## config.mk

```make
export PLATFORM = sky130hd
export DESIGN_NAME = cibalu_top
export DESIGN_NICKNAME = d
export VERILOG_FILES = /design/src/hdl/cibalu_pkg.sv /design/src/hdl/cibalu_divider.sv /design/src/hdl/cibalu_top.sv
export SDC_FILE = /design/constraint.sdc
export NUM_CORES = 2
export LEC_CHECK = 0
export ABC_AREA = 1
export BUFFER_PORTS_ARGS = -buffer_cell sky130_fd_sc_hd__buf_2
export CORE_MARGIN = 1
export CORE_UTILIZATION = 50
export DETAILED_ROUTE_END_ITERATION = 12
export PLACE_DENSITY = 0.67
export SETUP_SLACK_MARGIN = 0.05
export SYNTH_ARGS = -nofsm -noshare
export SYNTH_HDL_FRONTEND = slang
export SYNTH_SLANG_ARGS = --single-unit
```

## constraint.sdc

```tcl
create_clock -name CLK -period 4.2 [get_ports CLK]
set_clock_uncertainty 0.15 [all_clocks]
set_input_delay 0.21 -clock CLK [delete_from_list [all_inputs] [get_ports CLK]]
set_output_delay 0.21 -clock CLK [all_outputs]
set_load 0.01 [all_outputs]
```

## src/hdl/cibalu_pkg.sv

```systemverilog
// Package: operation codes, flag layout, widths and reset values of the integer/bit ALU
package cibalu_pkg;

    localparam int unsigned DATA_W    = 16;
    localparam int unsigned BITIDX_W  = 4;
    localparam int unsigned DIV_STEPS = 16;
    localparam int unsigned DIVCNT_W  = 5;

    // Flag vector positions
    localparam int unsigned FLAG_C = 0;
    localparam int unsigned FLAG_Z = 1;
    localparam int unsigned FLAG_N = 2;
    localparam int unsigned FLAG_V = 3;

    localparam logic [15:0] RST_WORD  = 16'h0000;
    localparam logic [3:0]  RST_FLAGS = 4'h0;
    localparam logic [4:0]  RST_CNT   = 5'h00;
    localparam logic [4:0]  DIV_LAST  = 5'h0F;

    typedef enum logic [4:0] {
        CIB_OP_ADD,
        CIB_OP_ADD_CARRY,
        CIB_OP_SUB,
        CIB_OP_SUB_CARRY,
        CIB_OP_MUL,
        CIB_OP_DIV,
        CIB_OP_LONG_DIV,
        CIB_OP_CPL,
        CIB_OP_NEG,
        CIB_OP_AND,
        CIB_OP_OR,
        CIB_OP_XOR,
        CIB_OP_BIT_CLR,
        CIB_OP_BIT_SET,
        CIB_OP_BIT_MOV,
        CIB_OP_BIT_MOVN,
        CIB_OP_BIT_AND,
        CIB_OP_BIT_OR,
        CIB_OP_BIT_XOR,
        CIB_OP_BIT_CMP,
        CIB_OP_FIELD_HI,
        CIB_OP_FIELD_LO,
        CIB_OP_CMP,
        CIB_OP_CMP_DEC1,
        CIB_OP_CMP_DEC2,
        CIB_OP_CMP_INC1,
        CIB_OP_CMP_INC2,
        CIB_OP_NORM,
        CIB_OP_SHL,
        CIB_OP_SHR
    } cibalu_op_t;

endpackage

```

## src/hdl/cibalu_divider.sv

```systemverilog
// Restoring 32/16 divider, one quotient bit per clock
`timescale 1ns/1ns
module cibalu_divider #(
    parameter int unsigned W = 16
) (
    input  wire logic              CLK,
    input  wire logic              NRST,
    input  wire logic              CE,
    input  wire logic              start,
    input  wire logic              is_signed,
    input  wire logic [2*W-1:0]    dividend,
    input  wire logic [W-1:0]      divisor,
    output logic                   done,
    output logic [W-1:0]           quotient,
    output logic [W-1:0]           remainder,
    output logic                   overflow
);
    import cibalu_pkg::*;

    typedef struct packed {
        logic              busy;
        logic              done;
        logic [4:0]        cnt;
        logic [2*W-1:0]    num;
        logic [W:0]        rem;
        logic [W-1:0]      den;
        logic              neg_q;
        logic              neg_r;
        logic              ovf;
    } cibdiv_state_t;

    cibdiv_state_t st;
    cibdiv_state_t next_st;

    logic [2*W-1:0] mag_num;
    logic [W-1:0]   mag_den;
    logic [W:0]     trial;
    logic [W:0]     shifted;
    logic [W-1:0]   q_raw;
    logic [W-1:0]   r_raw;

    always_comb begin
        next_st = st;
        next_st.done = 1'b0;
        mag_num = (is_signed && dividend[2*W-1]) ? (~dividend + 1'b1) : dividend;
        mag_den = (is_signed && divisor[W-1]) ? (~divisor + 1'b1) : divisor;
        shifted = {st.rem[W-1:0], st.num[2*W-1]};
        trial = shifted - {1'b0, st.den};
        if (start) begin
            next_st.busy  = 1'b1;
            next_st.cnt   = RST_CNT;
            // High half seeds the remainder, low half is shifted in
            next_st.rem   = {1'b0, mag_num[2*W-1:W]};
            next_st.num   = {mag_num[W-1:0], {W{1'b0}}};
            next_st.den   = mag_den;
            next_st.neg_q = is_signed && (dividend[2*W-1] ^ divisor[W-1]);
            next_st.neg_r = is_signed && dividend[2*W-1];
            // Divide by zero, or quotient that cannot fit in one word
            next_st.ovf   = (mag_den == '0) || (mag_num[2*W-1:W] >= mag_den);
        end else if (st.busy) begin
            next_st.num = {st.num[2*W-2:0], ~trial[W]};
            next_st.rem = trial[W] ? shifted : trial;
            next_st.cnt = 5'(st.cnt + 5'h01);
            if (st.cnt == DIV_LAST) begin
                next_st.busy = 1'b0;
                next_st.done = 1'b1;
            end
        end
    end

    always_ff @(posedge CLK or negedge NRST) begin
        if (!NRST) begin
            st <= '0;
        end else if (CE) begin
            st <= next_st;
        end
    end

    assign q_raw     = st.num[W-1:0];
    assign r_raw     = st.rem[W-1:0];
    assign done      = st.done;
    assign quotient  = st.neg_q ? (~q_raw + 1'b1) : q_raw;
    assign remainder = st.neg_r ? (~r_raw + 1'b1) : r_raw;
    assign overflow  = st.ovf;

endmodule // cibalu_divider

```

## src/hdl/cibalu_top.sv

```systemverilog
// Integer and bit-manipulation execution datapath of a 16-bit core
`timescale 1ns/1ns

module cibalu_top #(
    parameter int unsigned DATA_WIDTH = cibalu_pkg::DATA_W
) (
    input  wire logic                         CLK,
    input  wire logic                         NRST,
    input  wire logic                         CE,
    input  wire logic                         START,
    input  wire cibalu_pkg::cibalu_op_t       OP,
    input  wire logic                         BYTE_MODE,
    input  wire logic                         SIGNED_MODE,
    input  wire logic [DATA_WIDTH-1:0]        OPA,
    input  wire logic [DATA_WIDTH-1:0]        OPB,
    input  wire logic [cibalu_pkg::BITIDX_W-1:0] SRC_BIT,
    input  wire logic [cibalu_pkg::BITIDX_W-1:0] DST_BIT,
    input  wire logic [7:0]                   FIELD_MASK,
    input  wire logic [7:0]                   FIELD_DATA,
    input  wire logic [3:0]                   SHIFT_COUNT,
    output logic                              DONE,
    output logic                              BUSY,
    output logic [DATA_WIDTH-1:0]             RESULT,
    output logic                              RESULT_WE,
    output logic [DATA_WIDTH-1:0]             STEP_RESULT,
    output logic                              STEP_WE,
    output logic [2*DATA_WIDTH-1:0]           MULDIV,
    output logic [3:0]                        FLAGS
);
    import cibalu_pkg::*;

    typedef struct packed {
        logic                    done;
        logic                    busy;
        logic [DATA_WIDTH-1:0]   result;
        logic                    result_we;
        logic [DATA_WIDTH-1:0]   step;
        logic                    step_we;
        logic [2*DATA_WIDTH-1:0] muldiv;
        logic                    long_div;
        logic [3:0]              flags;
    } cibalu_state_t;

    cibalu_state_t st;
    cibalu_state_t next_st;

    logic                  div_start;
    logic                  div_done;
    logic [DATA_WIDTH-1:0] div_q;
    logic [DATA_WIDTH-1:0] div_r;
    logic                  div_ovf;
    logic [2*DATA_WIDTH-1:0] div_num;

    // Short divide extends the low half to a full dividend
    assign div_num = (OP == CIB_OP_LONG_DIV) ? st.muldiv :
        {{DATA_WIDTH{SIGNED_MODE & st.muldiv[DATA_WIDTH-1]}}, st.muldiv[DATA_WIDTH-1:0]};
    assign div_start = START && !st.busy && (OP == CIB_OP_DIV || OP == CIB_OP_LONG_DIV);

    cibalu_divider #(
        .W(DATA_WIDTH)
    ) u_div (
        .CLK      (CLK),
        .NRST     (NRST),
        .CE       (CE),
        .start    (div_start),
        .is_signed(SIGNED_MODE),
        .dividend (div_num),
        .divisor  (OPB),
        .done     (div_done),
        .quotient (div_q),
        .remainder(div_r),
        .overflow (div_ovf)
    );

    logic [DATA_WIDTH:0]     sum;
    logic [DATA_WIDTH-1:0]   res;
    logic [DATA_WIDTH-1:0]   a_in;
    logic [DATA_WIDTH-1:0]   b_in;
    logic                    c_in;
    logic                    is_sub;
    logic                    arith;
    logic                    write_res;
    logic                    cout;
    logic                    vout;
    logic [DATA_WIDTH-1:0]   bitmask;
    logic                    sbit;
    logic                    dbit;
    logic [2*DATA_WIDTH-1:0] prod;
    logic [4:0]              norm_cnt;
    logic [DATA_WIDTH-1:0]   field_m;
    logic [DATA_WIDTH-1:0]   field_d;
    logic [DATA_WIDTH:0]     shl_full;

    always_comb begin
        next_st = st;
        next_st.done = 1'b0;
        next_st.result_we = 1'b0;
        next_st.step_we = 1'b0;
        a_in = OPA;
        b_in = OPB;
        c_in = 1'b0;
        is_sub = 1'b0;
        arith = 1'b0;
        write_res = 1'b1;
        res = OPA;
        cout = st.flags[FLAG_C];
        vout = 1'b0;
        sbit = OPB[SRC_BIT];
        dbit = OPA[DST_BIT];
        bitmask = '0;
        bitmask[DST_BIT] = 1'b1;
        prod = '0;
        norm_cnt = RST_CNT;
        field_m = '0;
        field_d = '0;
        shl_full = '0;
        sum = '0;
        case (OP)
            CIB_OP_ADD:       begin arith = 1'b1; end
            CIB_OP_ADD_CARRY: begin arith = 1'b1; c_in = st.flags[FLAG_C]; end
            CIB_OP_SUB:       begin arith = 1'b1; is_sub = 1'b1; end
            CIB_OP_SUB_CARRY: begin arith = 1'b1; is_sub = 1'b1; c_in = st.flags[FLAG_C]; end
            CIB_OP_NEG:       begin arith = 1'b1; is_sub = 1'b1; a_in = '0; b_in = OPA; end
            CIB_OP_CMP:       begin arith = 1'b1; is_sub = 1'b1; write_res = 1'b0; end
            CIB_OP_CMP_DEC1, CIB_OP_CMP_DEC2, CIB_OP_CMP_INC1, CIB_OP_CMP_INC2: begin
                arith = 1'b1;
                is_sub = 1'b1;
                write_res = 1'b0;
            end
            default: ;
        endcase
        // Byte operands sit in the low byte; top byte is zeroed so the sum carries at bit 8
        if (BYTE_MODE && arith) begin
            a_in = {8'h00, a_in[7:0]};
            b_in = {8'h00, b_in[7:0]};
        end
        if (arith) begin
            // Subtraction borrows through the carry flag
            if (is_sub) begin
                sum = {1'b0, a_in} - {1'b0, b_in} - {{DATA_WIDTH{1'b0}}, c_in};
            end else begin
                sum = {1'b0, a_in} + {1'b0, b_in} + {{DATA_WIDTH{1'b0}}, c_in};
            end
            res = sum[DATA_WIDTH-1:0];
        end
        case (OP)
            CIB_OP_CPL: res = ~OPA;
            CIB_OP_AND: res = OPA & OPB;
            CIB_OP_OR:  res = OPA | OPB;
            CIB_OP_XOR: res = OPA ^ OPB;
            CIB_OP_BIT_CLR:  res = OPA & ~bitmask;
            CIB_OP_BIT_SET:  res = OPA | bitmask;
            CIB_OP_BIT_MOV:  res = sbit ? (OPA | bitmask) : (OPA & ~bitmask);
            CIB_OP_BIT_MOVN: res = sbit ? (OPA & ~bitmask) : (OPA | bitmask);
            CIB_OP_BIT_AND:  res = (dbit & sbit) ? (OPA | bitmask) : (OPA & ~bitmask);
            CIB_OP_BIT_OR:   res = (dbit | sbit) ? (OPA | bitmask) : (OPA & ~bitmask);
            CIB_OP_BIT_XOR:  res = (dbit ^ sbit) ? (OPA | bitmask) : (OPA & ~bitmask);
            CIB_OP_BIT_CMP:  write_res = 1'b0;
            CIB_OP_FIELD_HI, CIB_OP_FIELD_LO: begin
                field_m = (OP == CIB_OP_FIELD_HI) ? {FIELD_MASK, 8'h00} : {8'h00, FIELD_MASK};
                field_d = (OP == CIB_OP_FIELD_HI) ? {FIELD_DATA, 8'h00} : {8'h00, FIELD_DATA};
                res = (OPA & ~field_m) | (field_d & field_m);
            end
            CIB_OP_NORM: begin
                // Highest set bit is found last
                for (int i = DATA_WIDTH - 1; i >= 0; i--) begin
                    if (OPA[DATA_WIDTH-1-i]) begin
                        norm_cnt = 5'(i);
                    end
                end
                res = (OPA == '0) ? '0 : {11'h000, norm_cnt};
            end
            CIB_OP_SHL: begin
                shl_full = {1'b0, OPA} << SHIFT_COUNT;
                res = shl_full[DATA_WIDTH-1:0];
                cout = (SHIFT_COUNT == 4'h0) ? 1'b0 : shl_full[DATA_WIDTH];
            end
            CIB_OP_SHR: begin
                res = OPA >> SHIFT_COUNT;
                cout = (SHIFT_COUNT == 4'h0) ? 1'b0 : OPA[SHIFT_COUNT - 4'h1];
            end
            CIB_OP_MUL, CIB_OP_DIV, CIB_OP_LONG_DIV: write_res = 1'b0;
            default: ;
        endcase
        if (arith) begin
            cout = BYTE_MODE ? sum[8] : sum[DATA_WIDTH];
            vout = BYTE_MODE ? ((a_in[7] ^ res[7]) & ~(a_in[7] ^ b_in[7] ^ is_sub))
                             : ((a_in[DATA_WIDTH-1] ^ res[DATA_WIDTH-1])
                                & ~(a_in[DATA_WIDTH-1] ^ b_in[DATA_WIDTH-1] ^ is_sub));
        end
        // Byte results of add, subtract, complement, negate and logic ops keep the high byte of the destination
        if (BYTE_MODE && OP inside {CIB_OP_ADD, CIB_OP_ADD_CARRY, CIB_OP_SUB, CIB_OP_SUB_CARRY,
            CIB_OP_CPL, CIB_OP_NEG, CIB_OP_AND, CIB_OP_OR, CIB_OP_XOR}) begin
            res = {OPA[DATA_WIDTH-1:8], res[7:0]};
        end
        if (START && !st.busy) begin
            case (OP)
                CIB_OP_MUL: begin
                    prod = {{DATA_WIDTH{SIGNED_MODE & OPA[DATA_WIDTH-1]}}, OPA} *
                           {{DATA_WIDTH{SIGNED_MODE & OPB[DATA_WIDTH-1]}}, OPB};
                    next_st.muldiv = prod;
                    next_st.flags[FLAG_Z] = (prod == '0);
                    next_st.flags[FLAG_N] = SIGNED_MODE & prod[2*DATA_WIDTH-1];
                    next_st.flags[FLAG_C] = 1'b0;
                    next_st.flags[FLAG_V] = 1'b0;
                    next_st.done = 1'b1;
                end
                CIB_OP_DIV, CIB_OP_LONG_DIV: begin
                    next_st.busy = 1'b1;
                    next_st.long_div = (OP == CIB_OP_LONG_DIV);
                end
                default: begin
                    next_st.result = res;
                    next_st.result_we = write_res;
                    next_st.flags[FLAG_C] = (OP == CIB_OP_BIT_CMP) ? 1'b0 : cout;
                    next_st.flags[FLAG_V] = (OP == CIB_OP_BIT_CMP) ? (dbit ^ sbit) : vout;
                    if (OP == CIB_OP_BIT_CMP) begin
                        next_st.flags[FLAG_Z] = ~(dbit | sbit);
                        next_st.flags[FLAG_N] = dbit ^ sbit;
                    end else begin
                        next_st.flags[FLAG_Z] = BYTE_MODE ? (res[7:0] == 8'h00) : (res == '0);
                        next_st.flags[FLAG_N] = BYTE_MODE ? res[7] : res[DATA_WIDTH-1];
                    end
                    case (OP)
                        CIB_OP_CMP_DEC1: next_st.step = OPA - 16'h0001;
                        CIB_OP_CMP_DEC2: next_st.step = OPA - 16'h0002;
                        CIB_OP_CMP_INC1: next_st.step = OPA + 16'h0001;
                        CIB_OP_CMP_INC2: next_st.step = OPA + 16'h0002;
                        default: ;
                    endcase
                    next_st.step_we = (OP == CIB_OP_CMP_DEC1 || OP == CIB_OP_CMP_DEC2 ||
                                       OP == CIB_OP_CMP_INC1 || OP == CIB_OP_CMP_INC2);
                    next_st.done = 1'b1;
                end
            endcase
        end
        if (st.busy && div_done) begin
            next_st.busy = 1'b0;
            next_st.done = 1'b1;
            // Quotient goes to the low half, remainder to the high half
            next_st.muldiv = {div_r, div_q};
            next_st.flags[FLAG_V] = div_ovf;
            next_st.flags[FLAG_Z] = (div_q == '0);
            next_st.flags[FLAG_N] = div_q[DATA_WIDTH-1];
            next_st.flags[FLAG_C] = 1'b0;
        end
    end

    always_ff @(posedge CLK or negedge NRST) begin
        if (!NRST) begin
            st <= '0;
        end else if (CE) begin
            st <= next_st;
        end
    end

    assign DONE        = st.done;
    assign BUSY        = st.busy;
    assign RESULT      = st.result;
    assign RESULT_WE   = st.result_we;
    assign STEP_RESULT = st.step;
    assign STEP_WE     = st.step_we;
    assign MULDIV      = st.muldiv;
    assign FLAGS       = st.flags;

endmodule // cibalu_top

```

# Word level (Yosys, flattened, before mapping)
# Index checks and enable logic that the tools add are counted.
# totals
reg_bits,147
in_bits,71
output_inout_bits,72
word_cells,235
# op_classes
add_sub_neg,15
mul,1
magnitude_cmp,5
eq_ne,31
shift,2
muxes,79
n_bitwise,36
n_reduce_logical,47
# op_table
op,n
$mux W16,16
$pmux W16 S15,1
$mux W32,4
$not A16 Y16,6
$mux W5,16
$mux W73,1
$eq A5 B5 Y1 const B,14
$add A16 B1 Y16 const B,4
$and A16 B16 Y16,4
$logic_not A16 Y1,4
$pmux W16 S4,1
$mux W56,1
$mux W54,1
$or A16 B16 Y16,3
$eq A5 B4 Y1 const B,9
$mux W17,2
$mux W34,1
$add A32 B1 Y32 const B,1
$logic_not A32 Y1,1
$mul A17 B17 Y32,1
$not A32 Y32,1
$mux W1,24
$eq A5 B3 Y1 const B,4
$add A16 B16 Y17,1
47 further kinds,95

# Longest topological paths before layout
# logic_depth
word_depth,26
mapped_depth,34

# By module
# Synthesis repeated with hierarchy kept, for this count alone.
# unflattened
cells_unflattened,4657
area_unflattened_um2,30327.8
# modules_own_cells
mod,n_inst,cells_per_inst,area_per_inst_um2
cibalu_top,1,3570,23319.9
cibalu_divider,1,1087,7008.0

# Worst setup path before layout
# Ideal clock, no wire load.
# synth_path
path_kind,input port to flip-flop
start,input OPA[10]
end,"register st, in the netlist FLAGS[1]"
arrival_ns,5.904
required_ns,3.977
slack_ns,-1.927
stages,26
path_cell_list,clkbuf_1 buf_1 nand2_1 fa_1 fa_1 fa_1 fa_1 inv_1 fa_1 inv_1 fa_1 inv_1 ha_1 nand2_1 nor2_1 inv_1 o21ai_0 nand3_1 nand3_1 xor2_1 nand3_1 nor2_1 nand4_1 a21oi_1 nand2_1 a21oi_2
# synth_between
elab_chain_cells,15
# synth_lines
element,line,rtl
"start, declared",cibalu_top.sv:14,"input wire logic [DATA_WIDTH-1:0] OPA,"
"parallel branches: the longest is 12 deep, another holds $add A16 B16 Y17",n/a,
$pmux W4 S2 *,cibalu_top.sv:197,case (OP)
$mux W73 *,cibalu_top.sv:196,if (START && !st.busy) begin
$mux W4 *,cibalu_top.sv:237,if (st.busy && div_done) begin
"end signal, assigned",cibalu_top.sv:253,st <= next_st;
"end, declared",cibalu_top.sv:44,cibalu_state_t st;
# Every way passes the cells marked *. The select of a mux whose other input is x is not followed.
# A chain may end at the register's enable or synchronous reset.

# Worst setup path in the final report
# layout_path
start,input OPB[15]
end,"register st, in the netlist FLAGS[1]"
# layout_between
elab_chain_cells,14
# layout_lines
element,line,rtl
"start, declared",cibalu_top.sv:15,"input wire logic [DATA_WIDTH-1:0] OPB,"
$mux W16,cibalu_top.sv:118,case (OP)
$mux W16,cibalu_top.sv:133,if (BYTE_MODE && arith) begin
$add A16 B16 Y17 or $sub A16 B16 Y17 (tied branches),"cibalu_top.sv:142, cibalu_top.sv:140",
$add A17 B1 Y17 or $sub A17 B1 Y17 (tied branches),"cibalu_top.sv:142, cibalu_top.sv:140",
$mux W17,cibalu_top.sv:139,if (is_sub) begin
$mux W16,cibalu_top.sv:137,if (arith) begin
$pmux W16 S15,cibalu_top.sv:146,case (OP)
$mux W16,cibalu_top.sv:192,"if (BYTE_MODE && OP inside {CIB_OP_ADD, CIB_OP_ADD_CARRY, CIB_OP_SUB, CIB_OP_SUB_CARRY,"
$logic_not A16 Y1,cibalu_top.sv:221,next_st.flags[FLAG_Z] = BYTE_MODE ? (res[7:0] == 8'h00) : (res == '0);
$mux W1,cibalu_top.sv:221,
$mux W2,cibalu_top.sv:217,if (OP == CIB_OP_BIT_CMP) begin
$pmux W4 S2 *,cibalu_top.sv:197,
$mux W73 *,cibalu_top.sv:196,
$mux W4 *,cibalu_top.sv:237,
# Every way passes the cells marked *; elsewhere a longest branch is shown, timed or not. The select of a mux whose other input is x is not followed.

==> reports/metrics.csv <==
metric;value;unit
Non-Filler Instances;5913;
Initial Util;0.510;
Worst path most repeated cell;fa_1;
area grow syn2layout;30.5;%
Synth Instances;4505;
Fmax achieved;0.175;GHz
Root Buffer Master;clkbuf_16;
pre-CTS WS;-2.17;ns
Clock transition at path regs;0.07;ns
cells taking the most area after synthesis;fa_1 (20%), nand2_1 (15%), dfrtp_1 (12%);
type of the worst min-delay path;in -> async;
Syn. warnings;0;
first-pass GRT wire length;187000;um
total wire length;126000;um
commonest non-fill, non-tap cells in the layout;nand2_1 (1111), inv_1 (734), buf_4 (559), nor2_1 (326), nand3_1 (299);
kind of critical path;in -> reg;
commonest non-fill, non-tap cell in the layout;nand2_1;
Sink Count;146;
final hold vios;0;
run status;finished with violations;
Main synth FF type;dfrtp_1;
die width;245;um
Seq/Total Area, Yosys;0.123;
Crit. End Element;flip-flop;
Max-cap violations;0;
post-layout util;0.666;
Avg WL per Cell;21.4;um
Synth async-reset ratio;1.00;
Final ANT Viol Nets;0;
Worst-Margin Slew;1.36;ns
Buf+Inv Stages, Crit Path;4;
vias in the first global route;31600;
slowest stage delay, CP;0.54;ns
Die ar.;60300;um^2
final worst setup slack;-1.53;ns
Max Slew Vio Count;0;
Worst-Skew Late Latency;0.49;ns
EDFF count, synth;0;
synthesized area per cell;6.58;um^2
DR vias/cell;5.65;
minimum clock period;5.73;ns
unrepaired setup endpoints after global routing;yes;
worst relative slew slack;0.0863;
#FFs+latches synth;146;
# DRC;0;
failing checks;negative setup slack;
initial drt markers;3383;
Crit path required time;4.47;ns
worst-path maximum fanout;12;
clk buf depth;2;
Layout Nets;5717;
CTS tree;done;
FP Rows;88;
die height;245;um
share of layout cells above drive strength 1;0.246;
io pins;143;
Largest delay share family, worst path;adder cells;
Max H-tree Level;4;
leading area contributor after synthesis;fa_1;
core area;58100;um^2
share of the synthesized area in the top cell type;0.195;
DP Cell Count;5812;
port buffer count;142;
library cells used by synthesis;62;
gr usage total;0.412;
RD Place Congestion;1.05;
Via Count;33400;
# setup viols final;26;
CTS Buf Count;17;
slowest stage cell, crit path;fa_1;
Post-DP HPWL;102000;um
fillcell total;5087;
Post-Syn Area;29600;um^2
largest net degree at the start of global routing;62;
post-route clock period utilization;1.36;
Overflow after GRT;0;
initial antenna violation count;4;
DRT Pass-1 Iters;8;
Synthesized Nets;5090;
startpoint types;input port;
worst path arrival time;6.00;ns
cell families (layout without fill, tap and decap cells):
| kind of cell | after synthesis | after routing | share of synthesized area |
|---|---|---|---|
| and+or+nand+nor | 2076 | 2077 | 0.296 |
| buffers and inverters | 1016 | 1655 | 0.133 |
| AOI/OAI and AO/OA | 649 | 649 | 0.126 |
| adders and majority gates | 514 | 514 | 0.290 |
| DFF | 146 | 146 | 0.123 |
| xor gates and xnor gates | 104 | 104 | 0.0307 |
| other | 0 | 3 | 0 |
layout make-up:
cell class,count,area [um^2],area share
multi-input combinational,3344,24000,0.621
timing repair buffer,777,6270,0.162
sequential,146,3650,0.0944
inverter,846,3210,0.0829
tap,765,957,0.0247
clock buffer,17,425,0.0110
clock inverter,15,140,0.00362
antenna,3,7.51,0.000194
flip-flops by register name, indices dropped and copies added (netlist names):
| register | cells |
|---|---|
| BUSY | 1 |
| DONE | 1 |
| FLAGS | 4 |
| MULDIV | 32 |
| RESULT | 16 |
| RESULT_WE | 1 |
| STEP_RESULT | 16 |
| STEP_WE | 1 |
| u_div.done | 1 |
| u_div.overflow | 1 |
| u_div.q_raw | 16 |
| u_div.r_raw | 16 |
| u_div.shifted | 1 |
| u_div.st | 39 |
cells in the mapped netlist, types with 7 or more instances:
cell      count
nor4_1       13
clkbuf_1     78
nand3_2       7
a22oi_1      13
buf_2        48
ha_1        225
buf_4        10
o22ai_1      29
o21ai_0     220
o211ai_1     47
nor3_1       60
a211oi_1     15
inv_1       800
o21ai_1      14
clkinv_1     18
nand2_1    1190
a31oi_1      46
inv_2        28
nand2_2      11
nand3b_1     23
or2_2        11
nor2_1      360
a21oi_1     197
nor2_4        7
nand3_1     325
xor2_1       82
a21o_1        7
dfrtp_1     146
buf_1        29
nor2_2       15
nor3_2        7
nand4_1      33
fa_1        289
o21bai_1     18
xnor2_1      22
metal layers:
layer,vias to the layer above,share of wire,GRT usage
met4,2,0.051,0.187
met5,-,0.00010,0
met1,15700,0.40,0.548
met2,1853,0.44,0.644
li1,15500,-,-
met3,340,0.10,0.0837
worst paths after layout:
| kind | start | endpoint | slack, ns | cells after the start |
|---|---|---|---|---|
| worst max-delay path | OPB[15] | FLAGS[1] | -1.53 | 25 |
| worst min-delay path | NRST | u_div.st[69] | 0.13 | 2 |
| min in group CLK | OPA[15] | RESULT[15] | 0.15 | 4 |
| max in group asynchronous | NRST | MULDIV[0] | 2.82 | 3 |
| worst min register to register | STEP_RESULT[14] | STEP_RESULT[14] | 0.32 | 2 |
| worst max register to register | FLAGS[0] | FLAGS[1] | -0.10 | 26 |
stage by stage:
step / cell area (um^2) / hold WS (ns) / setup TNS, ns
finish: 38700 / 0.129 / -25.95
CTS: 37600 / 0.0896 / -22.63
global route: 38700 / 0.149 / -29.68
detailed placement: 35600 / 0.0950 / -47.29
floorplan: 31000 / -0.236 / -21.76
global placement: 35600 / 0.0917 / -45.47
repair_timing:
action	4_1_cts	5_1_grt
pin swaps	103	127
resized for setup	256	208
hold buffers	2	0
hold endpoints to repair	59	0
setup endpoints to repair	28	31
gates cloned	3	1
buffers inserted	28	42
Power is not shown: default switching activity piles up to over one toggle a cycle in this logic, so the estimate is an artifact.
